File: src/hdl/rfr_pkg.sv
// Package: constants for the rail fault response command block
package rfr_pkg;

	// ------------------------------------------------------------
	// Command codes
	// ------------------------------------------------------------
	localparam logic [7:0] CMD_LISTEN_VEC  = 8'hF0;
	localparam logic [7:0] CMD_CAPTURE_OP  = 8'hF3;
	localparam logic [7:0] CMD_OVER_LIMIT  = 8'hF5;
	localparam logic [7:0] CMD_UNDER_LIMIT = 8'hF6;
	localparam logic [7:0] CMD_OVER_RESP   = 8'hF8;

	// ------------------------------------------------------------
	// Reset values
	// ------------------------------------------------------------
	localparam logic [31:0] RST_LISTEN_VEC = 32'h0000_0000;
	localparam logic [7:0]  RST_CAPTURE_OP = 8'h00;
	localparam logic [15:0] RST_OVER_LIM   = 16'h0000;
	localparam logic [15:0] RST_UNDER_LIM  = 16'h0000;
	localparam logic [7:0]  RST_OVER_RESP  = 8'h00;

	// ------------------------------------------------------------
	// Field layout
	// ------------------------------------------------------------
	localparam int RESP_HI  = 7;
	localparam int RESP_LO  = 6;
	localparam int RETRY_HI = 5;
	localparam int RETRY_LO = 3;
	localparam int TIME_HI  = 2;
	localparam int TIME_LO  = 0;
	localparam int MANT_HI  = 10;
	localparam int EXP_LO   = 11;

	localparam logic [1:0] RESP_IGNORE = 2'h0;
	localparam logic [1:0] RESP_RETRY  = 2'h2;
	localparam logic [1:0] RESP_RESUME = 2'h3;
	localparam logic [2:0] RETRY_NONE  = 3'h0;
	localparam logic [2:0] RETRY_ENDLESS = 3'h7;

	localparam logic [7:0] CAP_COPY  = 8'h01;
	localparam logic [7:0] CAP_STORE = 8'h02;
	localparam logic [7:0] CAP_ERASE = 8'h03;

	// ------------------------------------------------------------
	// Percent figures and timing
	// ------------------------------------------------------------
	localparam int OVER_WARN_PCT  = 90;
	localparam int UNDER_WARN_PCT = 110;
	localparam int RESUME_PCT     = 95;
	localparam int CLK_HZ         = 40_000_000;
	localparam int RETRY_STEP_MS  = 35;
	localparam int RETRY_STEP_CYC = CLK_HZ / 1000 * RETRY_STEP_MS;
	localparam int DIV_W          = 21;

	typedef enum logic [3:0] {
		RFR_RUN    = 4'b0001,
		RFR_WAIT   = 4'b0010,
		RFR_HOLD   = 4'b0100,
		RFR_RESUME = 4'b1000
	} rfr_state_e;

endpackage

File: src/hdl/rfr_core.sv
// Command registers and fault response logic of a point-of-load rail
// Function
// Four-byte listen vector, one bit per peer rail, selects which peers we react to.
// Bit 0 of byte 0 is rail 0, bit 7 of byte 3 is rail 31.
// Host must not set our own rail bit in the listen vector.
// Shared rail reports shutdown only once all sharing devices are off.
// Spreading enabled: shut down at once when a listened peer fails.
// After spread shutdown, restart only when all group faults clear.
// Spreading disabled: request sequenced shutdown on a group fault.
// Sequenced devices restart only after all group faults clear.
// Spreading and sequencing disabled: ignore peer faults, stay enabled.
// Capture op byte: 01 copy to RAM, 02 store, 03 erase.
// Host should issue capture operations only with output disabled.
// Writing over limit sets over warning to 90 percent of it.
// Writing under limit sets under warning to 110 percent of it.
// Both limits are 16-bit linear words, word read and write.
// Response bits 7:6: 00 ignore, 10 off and retry, 11 off and resume.
// Any response code: alert low and fault status bit set.
// Resume mode re-enables once voltage is below 95 percent of limit.
// Retry field 5:3 sets number of restart attempts.
// Retry count 000: no restart, off until fault cleared.
// Retry count 111: retry endlessly until commanded off or other fault. Here only on_cmd_in low ends the retries.
// Retry spacing is (time field plus one) times 35 ms.
// Code 01 behaves as ignore but still alerts and sets status.
`timescale 1ns/1ps
module rfr_core
	import rfr_pkg::*;
#(
	parameter int STEP_CYC = RETRY_STEP_CYC
) (
	// Clock and reset
	input  wire logic        clk_sys_in,
	input  wire logic        arst_n_in,
	// Command port from the transaction layer
	input  wire logic        cmd_wr_in,
	input  wire logic        cmd_rd_in,
	input  wire logic [7:0]  cmd_code_in,
	input  wire logic [31:0] cmd_wdata_in,
	output logic      [31:0] cmd_rdata_out,
	output logic             cmd_ack_out,
	output logic             cmd_err_out,
	// Configuration and control levels
	input  wire logic        spread_en_in,
	input  wire logic        seq_en_in,
	input  wire logic        on_cmd_in,
	input  wire logic        clear_faults_in,
	// Group bus and current share
	input  wire logic [31:0] peer_fault_in,
	input  wire logic        share_peers_off_in,
	// Driver supply monitor
	input  wire logic [15:0] drv_volt_in,
	// Outputs
	output logic             output_en_out,
	output logic             seq_shutdown_out,
	output logic             rail_off_out,
	output logic             alert_n_out,
	output logic             ov_fault_stat_out,
	output logic             ov_warn_stat_out,
	output logic [15:0]      over_warn_out,
	output logic [15:0]      under_warn_out,
	output logic             cap_copy_out,
	output logic             cap_store_out,
	output logic             cap_erase_out
);
	import rfr_pkg::*;

	// ------------------------------------------------------------
	// State
	// ------------------------------------------------------------
	typedef struct packed {
		logic [31:0] listen;
		logic [7:0]  cap_op;
		logic [15:0] over_lim;
		logic [15:0] under_lim;
		logic [15:0] over_warn;
		logic [15:0] under_warn;
		logic [7:0]  over_resp;
		rfr_state_e  st;
		logic [DIV_W-1:0] div_cnt;
		logic [2:0]  step_cnt;
		logic [2:0]  tries;
		logic        alert;
		logic        ov_stat;
		logic        warn_stat;
		logic        spread_off;
		logic        seq_off;
		logic [31:0] rdata;
		logic        ack;
		logic        err;
		logic        cp;
		logic        sto;
		logic        era;
	} rfr_state_s;

	rfr_state_s cur;
	rfr_state_s next_cur;

	// Linear word scaled by pct/100; the exponent is bumped when the
	// mantissa would leave its 11-bit signed range, losing one LSB.
	function automatic logic [15:0] lin_scale(input logic [15:0] w, input int pct);
		logic signed [31:0] p;
		logic [4:0]         e;
		p = 32'(($signed({{21{w[MANT_HI]}}, w[MANT_HI:0]}) * pct) / 100);
		e = w[15:EXP_LO];
		if (p > 32'sd1023 || p < -32'sd1024) begin
			p = p >>> 1;
			e = 5'(e + 5'h1);
		end
		return {e, p[MANT_HI:0]};
	endfunction

	// ------------------------------------------------------------
	// Combinational terms
	// ------------------------------------------------------------
	logic signed [31:0] volt_m;
	logic signed [31:0] lim_m;
	logic signed [31:0] warn_m;
	logic               ov_now;
	logic               below_resume;
	logic               grp_fault;
	logic               step_tick;
	logic [1:0]         resp;
	logic [2:0]         retry_max;

	// Mantissas are compared directly: the monitor and the limits are
	// expected to share one exponent.
	assign volt_m       = 32'($signed(drv_volt_in[MANT_HI:0]));
	assign lim_m        = 32'($signed(cur.over_lim[MANT_HI:0]));
	assign warn_m       = 32'($signed(cur.over_warn[MANT_HI:0]));
	assign ov_now       = volt_m > lim_m;
	assign below_resume = (volt_m * 100) < (lim_m * RESUME_PCT);
	assign grp_fault    = |(peer_fault_in & cur.listen);
	assign step_tick    = cur.div_cnt == DIV_W'(STEP_CYC - 1);
	assign resp         = cur.over_resp[RESP_HI:RESP_LO];
	assign retry_max    = cur.over_resp[RETRY_HI:RETRY_LO];

	always_comb begin
		next_cur     = cur;
		next_cur.ack = 1'b0;
		next_cur.err = 1'b0;
		next_cur.cp  = 1'b0;
		next_cur.sto = 1'b0;
		next_cur.era = 1'b0;

		// --------------------------------------------------------
		// Register writes and reads
		// --------------------------------------------------------
		if (cmd_wr_in) begin
			next_cur.ack = 1'b1;
			case (cmd_code_in)
				CMD_LISTEN_VEC: next_cur.listen = cmd_wdata_in;
				CMD_CAPTURE_OP: begin
					next_cur.cap_op = cmd_wdata_in[7:0];
					next_cur.cp  = cmd_wdata_in[7:0] == CAP_COPY;
					next_cur.sto = cmd_wdata_in[7:0] == CAP_STORE;
					next_cur.era = cmd_wdata_in[7:0] == CAP_ERASE;
				end
				CMD_OVER_LIMIT: begin
					next_cur.over_lim  = cmd_wdata_in[15:0];
					next_cur.over_warn = lin_scale(cmd_wdata_in[15:0], OVER_WARN_PCT);
				end
				CMD_UNDER_LIMIT: begin
					next_cur.under_lim  = cmd_wdata_in[15:0];
					next_cur.under_warn = lin_scale(cmd_wdata_in[15:0], UNDER_WARN_PCT);
				end
				CMD_OVER_RESP: next_cur.over_resp = cmd_wdata_in[7:0];
				default: next_cur.err = 1'b1;
			endcase
		end else if (cmd_rd_in) begin
			next_cur.ack = 1'b1;
			case (cmd_code_in)
				CMD_LISTEN_VEC:  next_cur.rdata = cur.listen;
				CMD_CAPTURE_OP:  next_cur.rdata = {24'h000000, cur.cap_op};
				CMD_OVER_LIMIT:  next_cur.rdata = {16'h0000, cur.over_lim};
				CMD_UNDER_LIMIT: next_cur.rdata = {16'h0000, cur.under_lim};
				CMD_OVER_RESP:   next_cur.rdata = {24'h000000, cur.over_resp};
				default: begin
					next_cur.rdata = 32'h0000_0000;
					next_cur.err   = 1'b1;
				end
			endcase
		end

		// --------------------------------------------------------
		// Status flags: a set in the clearing cycle wins
		// --------------------------------------------------------
		if (clear_faults_in) begin
			next_cur.alert     = 1'b0;
			next_cur.ov_stat   = 1'b0;
			next_cur.warn_stat = 1'b0;
		end
		if (ov_now) begin
			next_cur.alert   = 1'b1;
			next_cur.ov_stat = 1'b1;
		end
		if (volt_m > warn_m)
			next_cur.warn_stat = 1'b1;

		// --------------------------------------------------------
		// Group fault handling
		// --------------------------------------------------------
		if (spread_en_in) begin
			next_cur.seq_off = 1'b0;
			if (grp_fault)
				next_cur.spread_off = 1'b1;
			else
				next_cur.spread_off = 1'b0;
		end else if (seq_en_in) begin
			next_cur.spread_off = 1'b0;
			next_cur.seq_off    = grp_fault;
		end else begin
			next_cur.spread_off = 1'b0;
			next_cur.seq_off    = 1'b0;
		end

		// --------------------------------------------------------
		// Overvoltage response
		// --------------------------------------------------------
		next_cur.div_cnt = step_tick ? '0 : DIV_W'(cur.div_cnt + 1'b1);
		case (cur.st)
			RFR_RUN: begin
				if (!on_cmd_in)
					next_cur.tries = 3'h0;
				else if (ov_now && resp == RESP_RETRY) begin
					next_cur.div_cnt  = '0;
					next_cur.step_cnt = 3'h0;
					if (retry_max == RETRY_NONE)
						next_cur.st = RFR_HOLD;
					else if (retry_max != RETRY_ENDLESS && cur.tries >= retry_max)
						next_cur.st = RFR_HOLD;
					else
						next_cur.st = RFR_WAIT;
				end else if (ov_now && resp == RESP_RESUME)
					next_cur.st = RFR_RESUME;
			end
			RFR_WAIT: begin
				if (!on_cmd_in) begin
					next_cur.st    = RFR_RUN;
					next_cur.tries = 3'h0;
				end else if (step_tick) begin
					next_cur.step_cnt = 3'(cur.step_cnt + 3'h1);
					if (cur.step_cnt == cur.over_resp[TIME_HI:TIME_LO]) begin
						next_cur.st = RFR_RUN;
						if (retry_max != RETRY_ENDLESS)
							next_cur.tries = 3'(cur.tries + 3'h1);
					end
				end
			end
			RFR_HOLD: begin
				if (clear_faults_in || !on_cmd_in) begin
					next_cur.st    = RFR_RUN;
					next_cur.tries = 3'h0;
				end
			end
			RFR_RESUME: begin
				if (below_resume)
					next_cur.st = RFR_RUN;
			end
			default: next_cur.st = RFR_RUN;
		endcase
		if (clear_faults_in && cur.st == RFR_RUN)
			next_cur.tries = 3'h0;
	end

	always_ff @(posedge clk_sys_in or negedge arst_n_in) begin
		if (!arst_n_in) begin
			cur            <= '0;
			cur.listen     <= RST_LISTEN_VEC;
			cur.cap_op     <= RST_CAPTURE_OP;
			cur.over_lim   <= RST_OVER_LIM;
			cur.under_lim  <= RST_UNDER_LIM;
			cur.over_warn  <= RST_OVER_LIM;
			cur.under_warn <= RST_UNDER_LIM;
			cur.over_resp  <= RST_OVER_RESP;
			cur.st         <= RFR_RUN;
		end else begin
			cur <= next_cur;
		end
	end

	// ------------------------------------------------------------
	// Outputs
	// ------------------------------------------------------------
	assign cmd_rdata_out     = cur.rdata;
	assign cmd_ack_out       = cur.ack;
	assign cmd_err_out       = cur.err;
	assign output_en_out     = on_cmd_in && cur.st == RFR_RUN && !cur.spread_off && !cur.seq_off;
	assign seq_shutdown_out  = cur.seq_off;
	assign rail_off_out      = !output_en_out && share_peers_off_in;
	assign alert_n_out       = !cur.alert;
	assign ov_fault_stat_out = cur.ov_stat;
	assign ov_warn_stat_out  = cur.warn_stat;
	assign over_warn_out     = cur.over_warn;
	assign under_warn_out    = cur.under_warn;
	assign cap_copy_out      = cur.cp;
	assign cap_store_out     = cur.sto;
	assign cap_erase_out     = cur.era;
endmodule // rfr_core

File: config.mk
export PLATFORM = sky130hd
export DESIGN_NAME = rfr_core
export DESIGN_NICKNAME = d
export VERILOG_FILES = /design/src/hdl/rfr_pkg.sv /design/src/hdl/rfr_core.sv
export SDC_FILE = /design/constraint.sdc
export NUM_CORES = 1
export LEC_CHECK = 0
export ABC_CLOCK_PERIOD_IN_PS = 16500
export BUFFER_PORTS_ARGS = -buffer_cell sky130_fd_sc_hd__buf_2
export CAP_MARGIN = 20
export CORE_MARGIN = 2
export CORE_UTILIZATION = 60
export DETAILED_ROUTE_END_ITERATION = 10
export GPL_ROUTABILITY_DRIVEN = 0
export PLACE_DENSITY = 0.86
export SETUP_SLACK_MARGIN = 0.1
export SYNTH_ARGS = -nofsm -noshare
export SYNTH_HDL_FRONTEND = slang
export SYNTH_SLANG_ARGS = --single-unit
File: constraint.sdc
create_clock -name clk_sys_in -period 16.5 [get_ports clk_sys_in]
set_input_delay 0.825 -clock clk_sys_in [delete_from_list [all_inputs] [get_ports clk_sys_in]]
set_output_delay 0.825 -clock clk_sys_in [all_outputs]
set_load 0.01 [all_outputs]
==> impl_metrics.py, run 1 <==
metrics = {
    "global_routing": {
        "grt_max_degree": 137,
        "grt-ovfl-total": 1179,
        "grt_usage_pct": 88.5,
    },
    "cts": {
        "numCtsBuffers": 17,
        "htreeDepth": 4,
        "cts-root-buf": "clkbuf_16",
        "cts_hold_buffers": 0,
        "cts.sinks": 184,
        "clk_path_buf_depth": 2,
    },
    "timing": {
        "worst_endpoint": "under_warn_out[0]$_DFFE_PN0P_/D",
        "worst_path_end_type": "register data pin",
    },
    "placed_design": {
        "io_buffers": 166,
        "dp.cells": 5046,
        "hpwl_um": 80000,
    },
    "die": {
        "num_rows": 82,
        "die_w_um": 228,
        "start_util_pct": 60.5,
        "io_pins": 172,
        "dieHeight_um": 228,
    },
    "logic_synthesis": {
        "avgSynthCellArea_um2": 7.96,
        "synth.ff_latch_count": 184,
        "syn_area_mm2": 0.0302,
        "synth_edf_count": 0,
        "syn_inst": 3789,
        "synth-seq-area-share_pct": 15.3,
        "yosys_most_used_dff": "dfrtp_1",
        "yosysWarnings": 0,
        "async_flop_share_pct": 100,
        "yosysUniqueCellTypes": 158,
        "synth_nets": 4168,
    },
    "status": {
        "outcome": "did not finish",
        "lastStage": "5_1_grt",
        "toolErrorMsg": "[ERROR GRT-0232] Routing congestion too high. Check the congestion heatmap in the GUI.",
    },
}
==> through the flow <==
| stage | cell area [µm²] | worst slack (ps) | hold WS [ps] |
|---|---|---|---|
| after CTS | 36500 | 104 | 488 |
| after detailed placement | 35500 | -745 | 454 |
| after global placement | 35500 | -192 | 443 |
| after floorplan | 30200 | 107 | 440 |
==> kinds of logic after synthesis <==
group | synth area share (%)
simple gates | 23.0
compound gates | 28.1
buf+inv | 7.19
xor+xnor | 8.46
fa+ha+maj | 13.9
flops | 15.3
mux | 4.15
==> cell usage after synthesis, types with 16 or more instances <==
| master | instances | area, µm² |
|---|---|---|
| nand2_1 | 317 | 1190 |
| o211ai_1 | 35 | 263 |
| a21oi_1 | 174 | 871 |
| xor2_1 | 75 | 657 |
| nor3_1 | 126 | 631 |
| nor4_1 | 36 | 225 |
| ha_1 | 194 | 2430 |
| o22ai_1 | 22 | 138 |
| a21o_1 | 49 | 368 |
| o211a_1 | 18 | 180 |
| o31ai_1 | 27 | 203 |
| o21ai_1 | 54 | 270 |
| mux2i_1 | 42 | 420 |
| and3_1 | 40 | 250 |
| or2_2 | 27 | 169 |
| a222oi_1 | 16 | 160 |
| o2111ai_1 | 21 | 184 |
| buf_4 | 77 | 578 |
| buf_2 | 32 | 160 |
| a211o_1 | 17 | 149 |
| xnor2_1 | 200 | 1750 |
| and2_1 | 44 | 275 |
| nand3_1 | 142 | 711 |
| o21bai_1 | 22 | 165 |
| fa_1 | 88 | 1760 |
| and4_1 | 19 | 166 |
| o21ai_0 | 192 | 961 |
| a211oi_1 | 42 | 315 |
| o21a_1 | 32 | 240 |
| nor2_1 | 296 | 1110 |
| dfrtp_1 | 183 | 4580 |
| a31oi_1 | 52 | 325 |
| nand4_1 | 45 | 282 |
| mux2_2 | 64 | 721 |
| clkbuf_1 | 94 | 353 |
| or3_1 | 46 | 288 |
| nor2b_1 | 27 | 169 |
| inv_1 | 251 | 942 |
| a22oi_1 | 34 | 255 |
| nand2b_1 | 35 | 219 |
==> routing by layer <==
layer	track usage, %	overflow
met3	83.1	130
met4	87.7	329
met1	85.3	113
met2	98.7	592
met5	70.5	15
==> timing repair <==
| action | in CTS |
|---|---|
| resized for setup | 45 |
| setup buffers | 14 |
| endpoints found under the setup margin | 30 |
| cloned | 0 |
| pin swaps | 14 |
==> run 2, diff against run 1 <==
--- a/config.mk
+++ b/config.mk
@@ -9,11 +9,10 @@
 export BUFFER_PORTS_ARGS = -buffer_cell sky130_fd_sc_hd__buf_2
 export CAP_MARGIN = 20
 export CORE_MARGIN = 2
-export CORE_UTILIZATION = 60
+export CORE_UTILIZATION = 40
 export DETAILED_ROUTE_END_ITERATION = 10
 export GPL_ROUTABILITY_DRIVEN = 0
-export PLACE_DENSITY = 0.86
-export SETUP_SLACK_MARGIN = 0.1
+export PLACE_DENSITY_LB_ADDON = 0.15
 export SYNTH_ARGS = -nofsm -noshare
 export SYNTH_HDL_FRONTEND = slang
 export SYNTH_SLANG_ARGS = --single-unit
==> impl_metrics.py, run 2 <==
metrics = {
    "status": {
        "outcome": "completed",
    },
    "global_routing": {
        "grt_pass1_vias": 31300,
        "grt_max_degree": 77,
        "antenna_found_initial": 0,
        "grt-ovfl-total": 0,
        "grt_pass1_wl_um": 165000,
        "grt_usage_pct": 25.7,
    },
    "setup_path": {
        "worstPathRequired_ps": 16850,
        "crit_cells": 72,
        "r2r_cells": 28,
        "slowest_stage": "or4_4",
        "cpLargestDelayFamily": "compound AO/OA/AOI/OAI gates",
        "critPathCaptureType": "register",
        "worstPathMaxFanout": 6,
        "r2r-start": "cur[131]",
        "critical_path_class": "input pin to register",
        "cpMostUsedCell": "buf_4",
        "max_stage_delay_ps": 560,
        "worstPathArrival_ps": 16370,
        "path_buf_inv": 16,
        "crit_start": "cmd_wdata_in[7]",
        "crit_path_start_kind": "input pin",
    },
    "detailed_routing": {
        "num_vias": 33000,
        "ant_nets": 0,
        "routedWlPerCell_um": 17.8,
        "dr.first_iter.drc_count": 2133,
        "routed_wl_um": 105000,
        "first_pass_iters": 6,
        "post-route-drc-count": 0,
        "via_per_inst": 5.60,
    },
    "cts": {
        "htreeDepth": 4,
        "cts_hold_buffers": 0,
        "clk_path_buf_depth": 2,
        "cts-root-buf": "clkbuf_16",
        "path_clk_slew_ps": 80,
        "cts.sinks": 184,
        "numCtsBuffers": 17,
        "insertion_delay_ps": 450,
        "tritoncts": "yes",
    },
    "finish": {
        "antennaDiodeCount": 0,
        "layout.cells.most_common": "buf_4",
        "final_cell_mix": "buf_4 (1,127), nand2_1 (310), nor2_1 (287)",
        "drive_gt1_share_pct": 37.5,
        "largest_register": "cur",
        "largest_register_ff_count": 113,
        "regArea_mm2": 0.00461,
        "multi_input_area_mm2": 0.0251,
        "syn_to_final_growth_pct": 39.7,
        "fill_cells": 7043,
        "nets": 5284,
    },
    "logic_synthesis": {
        "synth_edf_count": 0,
        "synth_nets": 4168,
        "synthTopCellsByArea": "dfrtp_1 (15%), ha_1 (8.0%), fa_1 (5.8%)",
        "synth-xor-area-share_pct": 8.46,
        "yosys_most_used_dff": "dfrtp_1",
        "syn_area_mm2": 0.0302,
        "synth_area_leader_cell": "dfrtp_1",
        "synth_mux_area_share_pct": 4.15,
        "synth.most_common_cell": "nand2_1",
        "synth_compound_area_share_pct": 28.1,
        "synth_top_area_share_pct": 15.2,
        "yosysWarnings": 0,
        "synth_top_family_by_area": "compound AO/OA/AOI/OAI gates",
        "synth-seq-area-share_pct": 15.3,
        "syn_inst": 3789,
        "yosysUniqueCellTypes": 158,
        "synth.ff_latch_count": 184,
        "async_flop_share_pct": 100,
        "synth_common_cells": "nand2_1 (317), nor2_1 (296), inv_1 (251)",
        "avgSynthCellArea_um2": 7.96,
        "yosys.area_share.simple_pct": 23.0,
        "synthAdderAreaFrac_pct": 13.9,
    },
    "placed_design": {
        "hpwl_um": 84500,
        "io_buffers": 166,
    },
    "die": {
        "die-area_mm2": 0.0776,
        "core_area_mm2": 0.0746,
        "die_w_um": 279,
        "num_rows": 100,
        "start_util_pct": 40.5,
        "dieHeight_um": 279,
        "io_pins": 172,
    },
    "timing": {
        "finalSetupViolations": 0,
        "worst_slew_pin_slew_ps": 1090,
        "period_minus_slack_ps": 16020,
        "fmax_ghz": 0.0624,
        "fin_crit_sh_pct": 97.1,
        "finalHoldViolCount": 0,
        "fin_tns_setup_ps": 0,
        "slew_headroom_pct": 26.1,
        "skew_ps": 9.54,
        "slew_violations": 0,
    },
    "job": {
        "drv_cap": 0,
    },
    "min_path": {
        "hold_path_class": "input pin to async pin",
    },
}
## run 2: cell counts after synthesis
Identical to the previous run, type by type.
## run 2: worst paths after layout
| path | endpoint | slack, ps |
|---|---|---|
| setup reg to reg | cur[70] | 10470 |
| hold / removal | cur[50] | 390 |
| hold reg to reg | cmd_rdata_out[28] | 460 |
| max in group asynchronous | cur[121] | 14210 |
| min in group clk_sys_in | cmd_rdata_out[28] | 460 |
| setup / recovery | under_warn_out[8] | 480 |
## run 2: metal layers
layer  track usage, %  vias up  part of all wire (%)
met3             1.67      118                   3.9
met1             36.3    15800                    47
li1                 -    16200                     -
met4             4.76        0                   1.8
met2             43.5      773                    47
met5                0        -                     0
## run 2: cell type report
type | count | share of cell area, %
repair buffers | 1322 | 23.0
multi-input cells | 3126 | 59.5
inverters | 254 | 2.26
flip-flops and latches | 184 | 10.9
clock inverters | 15 | 0.431
well taps | 969 | 2.88
clock buffers | 17 | 1.01
## run 2: timing repair
action	4_1_cts	5_1_grt
buffers inserted	0	70
endpoints found under the setup margin	19	30
gates cloned	0	1
pin swaps	1	129
gates resized for setup	15	320
## run 2: per-stage QoR
step	utilization, %	hold slack, ps	setup WS (ps)	std cells	instance area [µm²]
final	56.5	393	484	5887	42100
after CTS	53.6	409	5.84	5816	40000
after global routing	56.5	430	-203	5887	42100
after floorplan	-	440	28.1	3789	30200
after detailed placement	52.7	451	-724	5784	39300
after global placement	52.7	447	-474	5784	39300
## run 2: worst register-to-register path: cells and delay by family (launching register included)
kind	cells	cell delay (ps)
flip-flops	1	670
XOR/XNOR	1	250
adder cells (fa/ha/maj)	6	2140
AND/OR/NAND/NOR	3	430
buffers and inverters	4	210
AO/OA/AOI/OAI	14	2260
## run 2: cells by family (layout without fill, tap and decap cells)
kind of cell | count (synthesis) | after routing
mux | 114 | 114
simple gates | 1329 | 1329
compound gates | 1119 | 1119
buf+inv | 479 | 1608
fa+ha+maj | 282 | 282
flops | 184 | 184
xor+xnor | 282 | 282
Power of run 2 is not shown: default switching activity piles up to over one toggle a cycle in this logic, so the estimate is an artifact.
==> run 3, diff against run 2 <==
--- a/config.mk
+++ b/config.mk
@@ -5,7 +5,7 @@
 export SDC_FILE = /design/constraint.sdc
 export NUM_CORES = 1
 export LEC_CHECK = 0
-export ABC_CLOCK_PERIOD_IN_PS = 16500
+export ABC_CLOCK_PERIOD_IN_PS = 19850
 export BUFFER_PORTS_ARGS = -buffer_cell sky130_fd_sc_hd__buf_2
 export CAP_MARGIN = 20
 export CORE_MARGIN = 2
==> constraint.sdc (replaced) <==
create_clock -name clk_sys_in -period 19.85 [get_ports clk_sys_in]
set_input_delay 5.955 -clock clk_sys_in [delete_from_list [all_inputs] [get_ports clk_sys_in]]
set_output_delay 5.955 -clock clk_sys_in [all_outputs]
set_load 0.01 [all_outputs]
==> impl_metrics.py, run 3 (synthesis results as in run 2) <==
metrics = {
    "cts": {
        "cts-root-buf": "clkbuf_16",
        "insertion_delay_ps": 450,
        "clk_path_buf_depth": 2,
        "tritoncts": "yes",
        "cts.sinks": 184,
        "path_clk_slew_ps": 70,
        "cts_hold_buffers": 0,
        "htreeDepth": 4,
        "numCtsBuffers": 17,
    },
    "detailed_routing": {
        "route.met2.wl_um": 55200,
        "first_pass_iters": 6,
        "post-route-drc-count": 0,
        "routed_wl_um": 113000,
        "highest_layer": "met4",
        "num_vias": 34500,
        "ant_nets": 0,
        "wl_met3_um": 3780,
        "via_per_inst": 5.56,
        "routedWlPerCell_um": 18.2,
        "dr.first_iter.drc_count": 2379,
        "met1Wirelength_um": 51200,
    },
    "setup_path": {
        "r2r_cells": 28,
        "worstPathArrival_ps": 21240,
        "critical_path_class": "input pin to register",
        "crit_start": "cmd_wdata_in[6]",
        "cpMostUsedCell": "buf_6",
        "slowest_stage": "fa_1",
        "r2r_end": "cur[70]",
        "r2r-start": "cur[131]",
        "crit_cells": 74,
        "cpLargestDelayFamily": "compound AO/OA/AOI/OAI gates",
        "critical_path.endpoint": "under_warn_out[8]",
        "r2r_slack_ps": 13660,
        "path_buf_inv": 18,
        "worstPathMaxFanout": 6,
        "crit_path_start_kind": "input pin",
        "worstPathRequired_ps": 20190,
        "critPathCaptureType": "register",
        "max_stage_delay_ps": 550,
    },
    "finish": {
        "final_cell_mix": "buf_4 (1,354), nand2_1 (301), nor2_1 (267)",
        "largest_register_ff_count": 113,
        "nets": 5597,
        "largest_register": "cur",
        "design_area_mm2": 0.0473,
        "final_util_pct": 63.4,
        "layout.cells.most_common": "buf_4",
        "antennaDiodeCount": 0,
        "drive_gt1_share_pct": 46.3,
        "layoutNonFillerInstCount": 6199,
        "syn_to_final_growth_pct": 56.7,
    },
    "die": {
        "io_pins": 172,
        "core_area_mm2": 0.0746,
        "die-area_mm2": 0.0776,
        "start_util_pct": 40.5,
        "die_w_um": 279,
        "num_rows": 100,
        "dieHeight_um": 279,
    },
    "global_routing": {
        "antenna_found_initial": 0,
        "grt-ovfl-total": 0,
        "grt_usage_pct": 27.8,
        "grt_pass1_vias": 33800,
        "grt_pass1_wl_um": 178000,
        "grt_max_degree": 73,
    },
    "timing": {
        "slew_violations": 0,
        "fmax_ghz": 0.0479,
        "skew_ps": 6.52,
        "layout_setup_ws_ps": -1040,
        "worst_slew_pin_slew_ps": 1010,
        "finalSetupViolations": 31,
        "fin_crit_sh_pct": 105,
        "slew_headroom_pct": 31.5,
        "period_minus_slack_ps": 20890,
        "rsz0062_at_grt": "true",
        "finalHoldViolCount": 0,
        "holdWs_ps": 463,
    },
    "min_path": {
        "hold_path_class": "register to register",
        "hp-start": "cmd_rdata_out[26]",
    },
    "placed_design": {
        "io_buffers": 166,
        "postPlaceCellArea_mm2": 0.0416,
        "hpwl_um": 86800,
        "dp.cells": 5942,
    },
    "status": {
        "violations": "negative setup slack",
        "outcome": "complete, but fails checks",
    },
    "job": {
        "drv_cap": 0,
    },
}
==> run 3: cell count changes in the layout (fill, tap and decap cells not counted), sizes merged <==
| cell | change |
|---|---|
| buf | +311 |
| clkbuf | +3 |
| clkinvlp | +4 |
| inv | -8 |
| xnor2 | +2 |
==> run 3: cell type report <==
class / count / area [µm²]
clock buffers: 20 / 447
fillers: 6290 / 27300
well taps: 969 / 1210
repair buffers: 1633 / 12500
flip-flops and latches: 184 / 4610
inverters: 254 / 992
multi-input cells: 3128 / 27400
clock inverters: 11 / 114
==> run 3: what timing repair did <==
action / in CTS / in global routing
gates resized for setup: 367 / 315
pin swaps: 165 / 209
setup endpoints to repair: 32 / 32
buffers inserted: 138 / 98
gates cloned: 4 / 0
==> run 3: per-layer routing <==
metal  up-vias  track usage (%)
li1      16900                -
met1     16600             37.7
met2       775             48.1
met3       170             1.80
met4         0             6.92
met5         -                0
==> run 3: tightest hold or removal path, stage by stage (launching register included) <==
cell and delay, ps:
dfrtp_1 340, nand2_1 50, nand2_1 50
==> run 3: how the worst min path moves through the flow <==
stage / to / slack, ps / cells after the start
4_1_cts: cmd_rdata_out[27] / 470 / 2
5_1_grt: cmd_rdata_out[29] / 490 / 2
3_3_place_gp: cmd_rdata_out[25] / 450 / 2
2_1_floorplan: cmd_rdata_out[16] / 440 / 2
6_report: cmd_rdata_out[26] / 460 / 2
3_5_place_dp: cmd_rdata_out[27] / 450 / 2
==> run 3: per-stage QoR <==
stage | setup slack, ps | setup TNS, ps
floorplan | -1200 | -24750
global placement | -2260 | -61370
detailed placement | -2260 | -61950
CTS | -914 | -21750
global route | -1620 | -44880
finish | -1040 | -26640
Power of run 3 is left out for the same reason.
